### src/cbod_map.svh
// register offsets, field positions and reset values of the clock/buzzer output block
`ifndef CBOD_MAP_SVH
`define CBOD_MAP_SVH

// ==========================================================
// register addresses (processor data space)
`define CBOD_ADDR_W          20
`define CBOD_ADDR_SEL_CH0    20'hf_ffa5
`define CBOD_ADDR_SEL_CH1    20'hf_ffa6

// ==========================================================
// select register layout
`define CBOD_SEL_RESET       8'h00
`define CBOD_BIT_OUT_EN      7
`define CBOD_BIT_SRC_SEL     3
`define CBOD_CODE_MSB        2
`define CBOD_CODE_LSB        0
`define CBOD_FIXED_ZERO_MASK 8'h70

// ==========================================================
// divider exponents for the main clock, codes 0 to 7
`define CBOD_MAIN_EXP_0      4'h0
`define CBOD_MAIN_EXP_1      4'h1
`define CBOD_MAIN_EXP_2      4'h2
`define CBOD_MAIN_EXP_3      4'h3
`define CBOD_MAIN_EXP_4      4'h4
`define CBOD_MAIN_EXP_5      4'hb
`define CBOD_MAIN_EXP_6      4'hc
`define CBOD_MAIN_EXP_7      4'hd

// prescaler widths: largest main exponent, largest sub exponent
`define CBOD_MAIN_CNT_W      13
`define CBOD_SUB_CNT_W       7
`define CBOD_NUM_CH          2

`endif

### src/cbod_pkg.sv
// types shared by the clock/buzzer output block
package cbod_pkg;

	// ==========================================================
	// source selected by the select register
	typedef enum logic {
		CBOD_SRC_MAIN = 1'b0,
		CBOD_SRC_SUB  = 1'b1
	} cbod_src_t;

	// ==========================================================
	// per-channel pin gating state
	typedef enum logic [1:0] {
		CBOD_ST_OFF   = 2'b00,
		CBOD_ST_RUN   = 2'b01,
		CBOD_ST_DRAIN = 2'b10
	} cbod_state_t;

endpackage : cbod_pkg

### src/cbod_clock_out.sv
// two-channel clock/buzzer output divider with its select registers
//
// Summary of operation
// - each channel drives a square wave on its pin for a peripheral or buzzer
// - two channels, 0 and 1, each with its own select register and pin
// - select bit 7 enables the pin; zero disables it and is the default
// - bits 6 to 4 read zero; bit 3 picks the source; bits 2 to 0 the divider
// - main source codes divide by 1, 2, 4, 8, 16, 2048, 4096, 8192
// - subsystem source codes divide by 1 through 128 in powers of two
// - reset clears both select registers to zero: off, undivided main clock
// - select registers accept single-bit and whole-byte processor writes
// - subsystem-sourced output keeps running through stop mode
// - no subsystem output while low-power bit set and halted on subsystem clock
// - pin starts or stops only while the wave is low, up to half a period after the enable changes, never a short pulse
`timescale 1ns/1ps

`include "cbod_map.svh"

module cbod_clock_out (
	input  wire logic                    clk,
	input  wire logic                    sys_rst,
	// processor register access
	input  wire logic [`CBOD_ADDR_W-1:0] cpu_addr,
	input  wire logic                    cpu_wr_byte,
	input  wire logic                    cpu_wr_bit,
	input  wire logic [2:0]              cpu_bit_idx,
	input  wire logic                    cpu_bit_val,
	input  wire logic [7:0]              cpu_wdata,
	input  wire logic                    cpu_rd,
	output logic      [7:0]              cpu_rdata,
	output logic                         cpu_rd_hit,
	// clock sources, sampled as synchronous levels
	input  wire logic                    main_clk_src,
	input  wire logic                    sub_clk_src,
	// power state of the chip
	input  wire logic                    stop_mode,
	input  wire logic                    halt_mode,
	input  wire logic                    cpu_on_sub_clk,
	input  wire logic                    subclock_low_power_bit,
	// pins and status
	output logic      [1:0]              tone_clock_pin,
	output logic      [1:0]              ch_active
);

	// ==========================================================
	// helper functions

	// is this address one of the two select registers
	function automatic logic cbod_hit(
		input logic [`CBOD_ADDR_W-1:0] addr
	);
		cbod_hit = (addr == `CBOD_ADDR_SEL_CH0) || (addr == `CBOD_ADDR_SEL_CH1);
	endfunction : cbod_hit

	// channel index of a hitting address
	function automatic logic cbod_ch(
		input logic [`CBOD_ADDR_W-1:0] addr
	);
		cbod_ch = (addr == `CBOD_ADDR_SEL_CH1);
	endfunction : cbod_ch

	// force the fixed-zero field of a select value
	function automatic logic [7:0] cbod_clean(
		input logic [7:0] v
	);
		cbod_clean = v & ~`CBOD_FIXED_ZERO_MASK;
	endfunction : cbod_clean

	// divider exponent for the main clock
	function automatic logic [3:0] cbod_main_exp(
		input logic [2:0] code
	);
		unique case (code)
			3'd0: cbod_main_exp = `CBOD_MAIN_EXP_0;
			3'd1: cbod_main_exp = `CBOD_MAIN_EXP_1;
			3'd2: cbod_main_exp = `CBOD_MAIN_EXP_2;
			3'd3: cbod_main_exp = `CBOD_MAIN_EXP_3;
			3'd4: cbod_main_exp = `CBOD_MAIN_EXP_4;
			3'd5: cbod_main_exp = `CBOD_MAIN_EXP_5;
			3'd6: cbod_main_exp = `CBOD_MAIN_EXP_6;
			3'd7: cbod_main_exp = `CBOD_MAIN_EXP_7;
		endcase
	endfunction : cbod_main_exp

	// divided main wave: exponent 0 follows the source itself,
	// exponent m takes prescaler bit m-1 (one toggle per 2^(m-1) edges)
	function automatic logic cbod_main_wave(
		input logic [2:0]                  code,
		input logic                        lvl,
		input logic [`CBOD_MAIN_CNT_W-1:0] cnt
	);
		logic [3:0] e;
		e = cbod_main_exp(code);
		if (e == 4'h0) begin
			cbod_main_wave = lvl;
		end else begin
			cbod_main_wave = cnt[e - 4'h1];
		end
	endfunction : cbod_main_wave

	// divided subsystem wave, exponent equals the code
	function automatic logic cbod_sub_wave(
		input logic [2:0]                 code,
		input logic                       lvl,
		input logic [`CBOD_SUB_CNT_W-1:0] cnt
	);
		if (code == 3'd0) begin
			cbod_sub_wave = lvl;
		end else begin
			cbod_sub_wave = cnt[code - 3'd1];
		end
	endfunction : cbod_sub_wave

	// ==========================================================
	// state

	logic [7:0]                  sel_ff     [`CBOD_NUM_CH];
	logic                        main_lvl_ff;
	logic                        sub_lvl_ff;
	logic [`CBOD_MAIN_CNT_W-1:0] main_cnt_ff;
	logic [`CBOD_SUB_CNT_W-1:0]  sub_cnt_ff;
	logic [1:0]                  wave_ff;
	cbod_pkg::cbod_state_t       state_ff   [`CBOD_NUM_CH];
	logic [1:0]                  pin_ff;
	logic [7:0]                  rdata_ff;
	logic                        rd_hit_ff;
	logic                        sub_prev_ff;
	logic [1:0]                  active_ff;

	logic                        main_run;
	logic                        sub_run;
	logic                        main_rise;
	logic                        sub_rise;
	logic [1:0]                  nxt_wave;

	// fixed-zero field as a vector so one bit can be picked out
	localparam logic [7:0] fixed_zero_mask = `CBOD_FIXED_ZERO_MASK;

	// ==========================================================
	// select registers

	// whole-byte and single-bit writes; bits 6..4 never store a one
	always_ff @(posedge clk) begin
		if (sys_rst) begin
			for (int i = 0; i < `CBOD_NUM_CH; i++) begin
				sel_ff[i] <= `CBOD_SEL_RESET;
			end
		end else if (cpu_wr_byte && cbod_hit(cpu_addr)) begin
			sel_ff[cbod_ch(cpu_addr)] <= cbod_clean(cpu_wdata);
		end else if (cpu_wr_bit && cbod_hit(cpu_addr)) begin
			sel_ff[cbod_ch(cpu_addr)][cpu_bit_idx] <= cpu_bit_val
				& ~fixed_zero_mask[cpu_bit_idx];
		end
	end

	// registered read; unmapped addresses return zero with no hit
	always_ff @(posedge clk) begin
		if (sys_rst) begin
			rdata_ff  <= 8'h00;
			rd_hit_ff <= 1'b0;
		end else if (cpu_rd && cbod_hit(cpu_addr)) begin
			rdata_ff  <= cbod_clean(sel_ff[cbod_ch(cpu_addr)]);
			rd_hit_ff <= 1'b1;
		end else begin
			rdata_ff  <= 8'h00;
			rd_hit_ff <= 1'b0;
		end
	end

	// ==========================================================
	// source gating in low-power modes

	// the main oscillator is stopped in stop mode, so its wave freezes;
	// software is expected to have disabled main-sourced channels first
	assign main_run = ~stop_mode;

	// the subsystem clock keeps running through stop mode, but is
	// withheld while halted on it with the low-power bit set
	assign sub_run = ~(subclock_low_power_bit && halt_mode && cpu_on_sub_clk);

	assign main_rise = main_run && main_clk_src && !main_lvl_ff;
	assign sub_rise  = sub_run && sub_clk_src && !sub_prev_ff;

	// ==========================================================
	// prescalers, shared by both channels

	always_ff @(posedge clk) begin
		if (sys_rst) begin
			main_lvl_ff <= 1'b0;
			main_cnt_ff <= '0;
		end else begin
			if (main_run) begin
				main_lvl_ff <= main_clk_src;
			end
			if (main_rise) begin
				main_cnt_ff <= main_cnt_ff + `CBOD_MAIN_CNT_W'(1);
			end
		end
	end

	// edges are found on the raw level; the gated level reads low while
	// withheld and only rises on a real edge, so release gives no short phase
	always_ff @(posedge clk) begin
		if (sys_rst) begin
			sub_prev_ff <= 1'b0;
			sub_lvl_ff  <= 1'b0;
			sub_cnt_ff  <= '0;
		end else begin
			sub_prev_ff <= sub_clk_src;
			if (!sub_run || !sub_clk_src) begin
				sub_lvl_ff <= 1'b0;
			end else if (sub_rise) begin
				sub_lvl_ff <= 1'b1;
			end
			if (sub_rise) begin
				sub_cnt_ff <= sub_cnt_ff + `CBOD_SUB_CNT_W'(1);
			end
		end
	end

	// ==========================================================
	// per-channel wave selection

	always_comb begin
		for (int i = 0; i < `CBOD_NUM_CH; i++) begin
			if (cbod_pkg::cbod_src_t'(sel_ff[i][`CBOD_BIT_SRC_SEL]) == cbod_pkg::CBOD_SRC_SUB) begin
				nxt_wave[i] = cbod_sub_wave(sel_ff[i][`CBOD_CODE_MSB:`CBOD_CODE_LSB],
					sub_lvl_ff, sub_cnt_ff);
			end else begin
				nxt_wave[i] = cbod_main_wave(sel_ff[i][`CBOD_CODE_MSB:`CBOD_CODE_LSB],
					main_lvl_ff, main_cnt_ff);
			end
		end
	end

	always_ff @(posedge clk) begin
		if (sys_rst) begin
			wave_ff <= 2'b00;
		end else begin
			wave_ff <= nxt_wave;
		end
	end

	// ==========================================================
	// enable gating
	// the gate only opens or closes while the wave is low, so the pin
	// never shows a clipped high phase; the cost is up to half a period
	// of latency after the enable bit changes

	always_ff @(posedge clk) begin
		if (sys_rst) begin
			for (int i = 0; i < `CBOD_NUM_CH; i++) begin
				state_ff[i]  <= cbod_pkg::CBOD_ST_OFF;
				active_ff[i] <= 1'b0;
			end
		end else begin
			// the status flop is written with the state, so the port needs no decode
			for (int i = 0; i < `CBOD_NUM_CH; i++) begin
				unique case (state_ff[i])
					cbod_pkg::CBOD_ST_OFF: begin
						if (sel_ff[i][`CBOD_BIT_OUT_EN] && !wave_ff[i]) begin
							state_ff[i]  <= cbod_pkg::CBOD_ST_RUN;
							active_ff[i] <= 1'b1;
						end
					end
					cbod_pkg::CBOD_ST_RUN: begin
						if (!sel_ff[i][`CBOD_BIT_OUT_EN]) begin
							state_ff[i] <= wave_ff[i] ? cbod_pkg::CBOD_ST_DRAIN
								: cbod_pkg::CBOD_ST_OFF;
							active_ff[i] <= wave_ff[i];
						end
					end
					cbod_pkg::CBOD_ST_DRAIN: begin
						// finish the high phase already on the pin
						if (!wave_ff[i]) begin
							state_ff[i] <= sel_ff[i][`CBOD_BIT_OUT_EN] ? cbod_pkg::CBOD_ST_RUN
								: cbod_pkg::CBOD_ST_OFF;
							active_ff[i] <= sel_ff[i][`CBOD_BIT_OUT_EN];
						end
					end
					default: begin
						state_ff[i]  <= cbod_pkg::CBOD_ST_OFF;
						active_ff[i] <= 1'b0;
					end
				endcase
			end
		end
	end

	// ==========================================================
	// pin drivers

	always_ff @(posedge clk) begin
		if (sys_rst) begin
			pin_ff <= 2'b00;
		end else begin
			for (int i = 0; i < `CBOD_NUM_CH; i++) begin
				pin_ff[i] <= wave_ff[i] && (state_ff[i] != cbod_pkg::CBOD_ST_OFF);
			end
		end
	end

	assign tone_clock_pin = pin_ff;
	assign ch_active      = active_ff;
	assign cpu_rdata      = rdata_ff;
	assign cpu_rd_hit     = rd_hit_ff;

endmodule : cbod_clock_out

### config.mk
export PLATFORM = sky130hd
export DESIGN_NAME = cbod_clock_out
export DESIGN_NICKNAME = d
export VERILOG_FILES = /design/src/cbod_pkg.sv /design/src/cbod_clock_out.sv
export VERILOG_INCLUDE_DIRS = /design/src
export SDC_FILE = /design/constraint.sdc
export NUM_CORES = 1
export LEC_CHECK = 0
export ABC_AREA = 1
export BUFFER_PORTS_ARGS = -buffer_cell sky130_fd_sc_hd__buf_2
export CAP_MARGIN = 30
export CORE_MARGIN = 2
export CORE_UTILIZATION = 40
export DETAILED_ROUTE_END_ITERATION = 10
export MAX_ROUTING_LAYER = met4
export PLACE_DENSITY_LB_ADDON = 0.08
export SKIP_CTS_REPAIR_TIMING = 1
export SYNTH_ARGS = -nofsm -noshare
export SYNTH_HDL_FRONTEND = slang
export SYNTH_SLANG_ARGS = --single-unit
### constraint.sdc
create_clock -name clk -period 2.76 [get_ports clk]
set_input_delay 0.276 -clock clk [delete_from_list [all_inputs] [get_ports clk]]
set_output_delay 0.276 -clock clk [all_outputs]
set_load 0.005 [all_outputs]
### Word-level counts from Yosys, hierarchy flattened

Memory sizes are Yosys's and may differ from the RTL's. A register that Yosys moved wholly into a read port is not among the register bits.
Cells that the tools add are included.

| word-level totals | value |
|---|---|
| memory bits (read-only) | 72 |
| logic and storage cells | 187 |
| bits in registers | 33 |
| output and inout bits | 13 |
| memory bits (writable) | 20 |
| memories kept | 5 |

Memories:

| name | words | bits a word | rd ports | clocked after memory_dff | wr ports | RTL line | text |
|---|---|---|---|---|---|---|---|
| (no name shown) | 8 | 4 | 1 | 0 | 0 | cbod_clock_out.sv:73 | `unique case (code)` |
| (no name shown) | 8 | 4 | 1 | 0 | 0 | cbod_clock_out.sv:73 |  |
| sel_ff | 2 | 8 | 3 | 1 | 2 | cbod_clock_out.sv:117 | `` logic [7:0] sel_ff [`CBOD_NUM_CH]; `` |
| (no name shown) | 8 | 1 | 1 | 0 | 0 | cbod_clock_out.sv:152 | `& ~fixed_zero_mask[cpu_bit_idx];` |
| state_ff | 2 | 2 | 2 | 0 | 2 | cbod_clock_out.sv:123 | `` cbod_pkg::cbod_state_t state_ff [`CBOD_NUM_CH]; `` |

| operators by class | value |
|---|---|
| muxes and demuxes | 90 |
| reduce and logical (&&, ||, !) cells | 36 |
| $add $sub $neg | 6 |
| order comparisons | 6 |
| bitwise gates (word level) | 21 |
| equality and inequality tests | 12 |

Operator list:

| kind | number |
|---|---|
| 1-bit 2-to-1 mux | 68 |
| 20-bit equality test, second input constant | 2 |
| 8-bit 2-to-1 mux | 3 |
| 2-bit 2-to-1 mux | 10 |
| 1-bit OR | 16 |
| 1-bit logical AND | 14 |
| 13-bit by 1-bit adder with 13-bit output, second input constant | 1 |
| 3-bit by 4-bit < comparator with 1-bit output, second input constant | 3 |
| 2-bit != test, second input constant | 6 |
| 4-bit by 5-bit < comparator with 1-bit output, second input constant | 2 |
| 1-bit binary-select mux with 4-bit select | 2 |
| 4-bit zero test | 2 |
| 4-bit 2-to-1 mux | 2 |
| 8-bit OR reduction | 1 |
| 4-bit by 1-bit subtractor with 4-bit output, second input constant | 2 |
| 7-bit by 1-bit adder with 7-bit output, second input constant | 1 |
| 1-bit binary-select mux with 3-bit select | 2 |
| 3-bit zero test | 2 |
| 1-bit one-hot mux with 3 select lines | 2 |
| 3-bit AND reduction | 2 |
| 3-bit OR reduction | 2 |
| 3-bit by 1-bit subtractor with 3-bit output, second input constant | 2 |
| 1-bit zero test | 5 |
| 2-bit by 1-bit equality test with 1-bit output, second input constant | 2 |
| other kinds (9) | 17 |

### Depth between registers and ports, before layout

| depth | value |
|---|---|
| word-level depth | 10 |
| mapped depth | 15 |

### Least setup slack after synthesis

No wires, ideal clock.

| path | value |
|---|---|
| kind | reg-to-reg |
| from | mem sel_ff[0][0] |
| to | reg wave_ff[0] |
| library setup time | 116 ps |
| period minus slack after synthesis | 1837 ps |
| path slack | 923 ps |
| cell stages (with the launch flop) | 14 |
| path buffers | 0 |
| arrival time | 1721 ps |
| cells stage by stage | edfxtp_1 ha_1 inv_1 nand2_1 o21ai_0 ha_1 nand3_1 nand3_1 nand2_1 inv_1 nand2_1 nand3_1 nand2_1 a21oi_1 |

RTL lines:

| item | RTL line | text |
|---|---|---|
| start, declared | cbod_clock_out.sv:117 |  |
| end signal, assigned | cbod_clock_out.sv:240 | `wave_ff <= nxt_wave;` |
| end, declared | cbod_clock_out.sv:122 | `logic [1:0] wave_ff;` |

==> key figures <==
Status
  • Status: finished clean

Pwr
  • Cell-internal power: ~1.1 mW
  • Clock power frac: ~29%
  • Sw Share: between 30 and 40%
  • Pwr dens: about 410 nW/um^2
  • Sequential Power Share: between 50% and 60%
  • P_leak: ~1.8 nW
  • Peak supply drop: between 150 and 200 uV
  • Combinational power share: a little under a fifth
  • Net switching power figure: roughly 0.49 mW

Detailed routing
  • Vias per cell: 4.96
  • Initial DRT Pass Iterations: 4
  • DRC: 0
  • DR iter-0 viols: approximately 130
  • DR WL met3: 230 um
  • Routed length on met1: 3680 um
  • Vias: ~3,200
  • Highest metal used: met4
  • Routed wire length on met2: around 3500 um
  • DR WL/cell: 11.5 um
  • Final ANT Viol Nets: 0
  • Final WL: about 7500 um

Finish
  • Fin area: ~3800 um^2
  • Layout cells sized above 1: 15.8%
  • Fillcell total: a little under 900
  • Number of antenna diodes: 0
  • Area delta synth->final: 12.8%
  • Final net count: 600

Yosys
  • Synth Area in XOR/XNOR: approximately 1.0%
  • Sequential area share after synthesis: between 30% and 40%
  • Synthesized cell area: roughly 3300 um^2
  • Simple-gate portion of the synthesized area: 36.7%
  • Most common cell in the netlist: nand2_1
  • Adder-cell share of the synthesized area: about 5.2%
  • Top_reg_cell synth: dfxtp_1
  • Yosys warns: 0
  • Count of cell types in the netlist: 38
  • Share of Yosys cell area claimed by the top area cell type: around a fifth
  • Flops & latches, synth: between 40 and 50
  • Mux contribution to synthesized area: 0%
  • Synth Area in Compound Gates: approximately 12%
  • Post-synthesis area per instance: just under 7 um^2
  • Syn Inst Count: between 400 and 500
  • Most area-hungry cell type in the Yosys netlist: dfxtp_1
  • Synth cell count leaders: 121 x nand2_1, 78 x inv_1, 52 x nand3_1
  • Synth top area cells: dfxtp_1 21%, nand2_1 14%, edfxtp_1 13%
  • Post-synth EDFFs: 14
  • Main combinational cell family by area after synthesis: simple AND/OR/NAND/NOR gates
  • Async SR Flop Fraction: 0%

Worst setup path
  • Setup crit end kind: flip-flop
  • Worst path max stage delay: roughly 0.70 ns
  • Critical path class: reg -> reg
  • Most used cell, CP: nand2_1
  • Critical Path Source Type: flip-flop
  • Cell count along the critical path: 12
  • R2R depth: 12
  • Crit path buf inv count: 1
  • Slowest stage cell, crit path: edfxtp_1
  • Critical path data arrival time: about 2.5 ns
  • Critical path's top delay family: flip-flops
  • Worst path cell trace: ha_1 -> inv_1 -> nand2_1 -> o21ai_0 -> ha_1 -> a21oi_1 -> o21ai_0 -> nand3_1 -> nand3_1 -> nand2_1 -> nand2_1 -> a21oi_1
  • CP Max Fanout: 18
  • Worst EP required: roughly 3 ns

Clock network
  • Root Driver: clkbuf_8
  • CTS tree: yes
  • Worst-Skew Late Latency: ~0.31 ns
  • CTS Buf Count: 5
  • CTS max path bufs: 2
  • H-tree depth: 2
  • Clk sinks: 49
  • CTS clock-pin slew for the worst setup and hold paths: around 0.10 ns

Timing
  • Crit path time final: around 2.3 ns
  • Final Cycle Share: 81.9%
  • Final Hold Vio Count: 0
  • Fmax: ~0.44 GHz
  • Fin. max-slew vios: 0
  • Setup TNS: 0 ns
  • RSZ-0062 raised after global routing: no
  • Relative slew slack: approximately 64%
  • Final setup viols: 0
  • Least-Margin Pin Slew: around 0.54 ns
  • Layout Skew: between 0.009 and 0.01 ns

Floorplanning
  • Die H: 95.5 um
  • Initial Util: around two fifths
  • Io pins: 56
  • Number of core rows: 33
  • Chip width: around 96 um
  • Core ar.: ~8200 um^2
  • Total die area: about 9100 um^2

Placement
  • GP Congestion: between 0.8 and 0.9
  • Port-buffer cells: about 50
  • Hpwl dp: ~6000 um
  • Cell Area, Placed: 3680 um^2

Global routing
  • Initial antenna violation count: 0
  • Grt ovf: 0
  • First-pass GRT wire length: 12,600 um
  • Vias in the first global route: 2,892
  • Pin count of the biggest net entering global routing: 21
  • Total GRT Usage: between 10% and 20%

Worst hold path
  • Cell count of the worst hold path: 3
  • Hold Path Class: in -> reg

Run
  • Max cap viols: 0
## power groups by stage
stage / clock network [mW] / registers [mW] / logic, mW
final: 0.455 / 0.816 / 0.291
after global placement: 0 / 0.830 / 0.286
after detailed placement: 0 / 0.832 / 0.292
after global routing: 0.491 / 0.821 / 0.341
after CTS: 0.472 / 0.815 / 0.293
after floorplan: 0 / 0.820 / 0.213
## registers in the layout, summed over array words and instances, names as in the netlist
name / cells
sub_cnt_ff: 7
ch_active: 2
sel_ff: 10
cpu_rdata: 5
wave_ff: 2
tone_clock_pin: 2
main_cnt_ff: 13
sub_prev_ff: 1
main_lvl_ff: 1
state_ff: 4
cpu_rd_hit: 1
sub_lvl_ff: 1
## worst register-to-register path, delay by kind of cell, from the launching register on
kind | cells | cell delay, ns
buffers and inverters | 1 | 0.05
adders and majority gates | 2 | 0.61
and+or+nand+nor | 5 | 0.37
AOI/OAI and AO/OA | 4 | 0.47
DFF | 1 | 0.70
## worst paths after layout
| kind | slack [ns] | startpoint | endpoint |
|---|---|---|---|
| setup / recovery | 0.50 | sel_ff[1][0] | wave_ff[1] |
| hold / removal | 0.21 | sub_clk_src | sub_prev_ff |
| setup reg to reg | 0.50 | sel_ff[1][0] | wave_ff[1] |
| hold reg to reg | 0.48 | main_cnt_ff[10] | main_cnt_ff[10] |
## final cells by class
type | count | area (um^2) | share of cell area (%)
multi-input combinational | 355 | 1870 | 49.4
sequential | 49 | 1120 | 29.7
inverter | 81 | 304 | 8.05
timing repair buffer | 51 | 260 | 6.89
tap | 105 | 131 | 3.48
clock buffer | 5 | 68.8 | 1.82
clock inverter | 3 | 25.0 | 0.662
## metal layers
layer | track usage (%) | vias to the layer above
met3 | 1.90 | 6
met4 | 3.93 | 0
li1 | - | 1710
met5 | - | -
met1 | 22.5 | 1444
met2 | 30.8 | 56
## placed cells by master, fill, tap and decap left out
cell type   netlist  layout
nand3_1          52      52
nor3b_4           1       1
nor2_2            4       4
nor2_8            1       1
buf_2             4      49
and3_1            1       1
xnor2_1           1       1
inv_2             3       3
conb_1            1       3
a31oi_1           3       3
nor3_1           12      12
nor4_1            1       1
a21oi_1          27      27
a21oi_2           5       5
ha_1             14      14
nand2_1         121     121
nand4_1          14      14
nor2_1           38      38
o21ai_0          22      22
xor2_1            3       3
nor3_2            2       2
nand2_2           3       3
dfxtp_1          35      35
inv_1            78      78
o21ai_1           7       7
nand3_4           1       1
nor2_4            2       2
nand2_4           3       3
inv_6             0       2
a2111oi_0         1       1
o211ai_1          7       7
nand3b_1          1       1
clkinvlp_4        0       1
edfxtp_1         14      14
o22ai_1           2       2
clkbuf_8          0       5
nor3b_1           1       1
buf_4             3       2
nand3_2           2       2
## cell families after synthesis
logic type / after synthesis
and+or+nand+nor: 260
buffers and inverters: 92
AOI/OAI and AO/OA: 74
DFF: 49
adders and majority gates: 14
xor gates and xnor gates: 4
other: 1
## per-stage QoR
step,cells,total power [mW],util (%),setup WS (ns),hold WS (ns)
after floorplan,496,1.03,-,0.923,0.401
after global placement,641,1.12,45.1,0.538,0.453
after detailed placement,641,1.12,45.1,0.525,0.463
after CTS,649,1.58,46.2,0.511,0.201
after global routing,649,1.65,46.2,0.249,0.210
final,649,1.56,46.2,0.501,0.211
No activity file was read; power rests on OpenSTA's default activity.
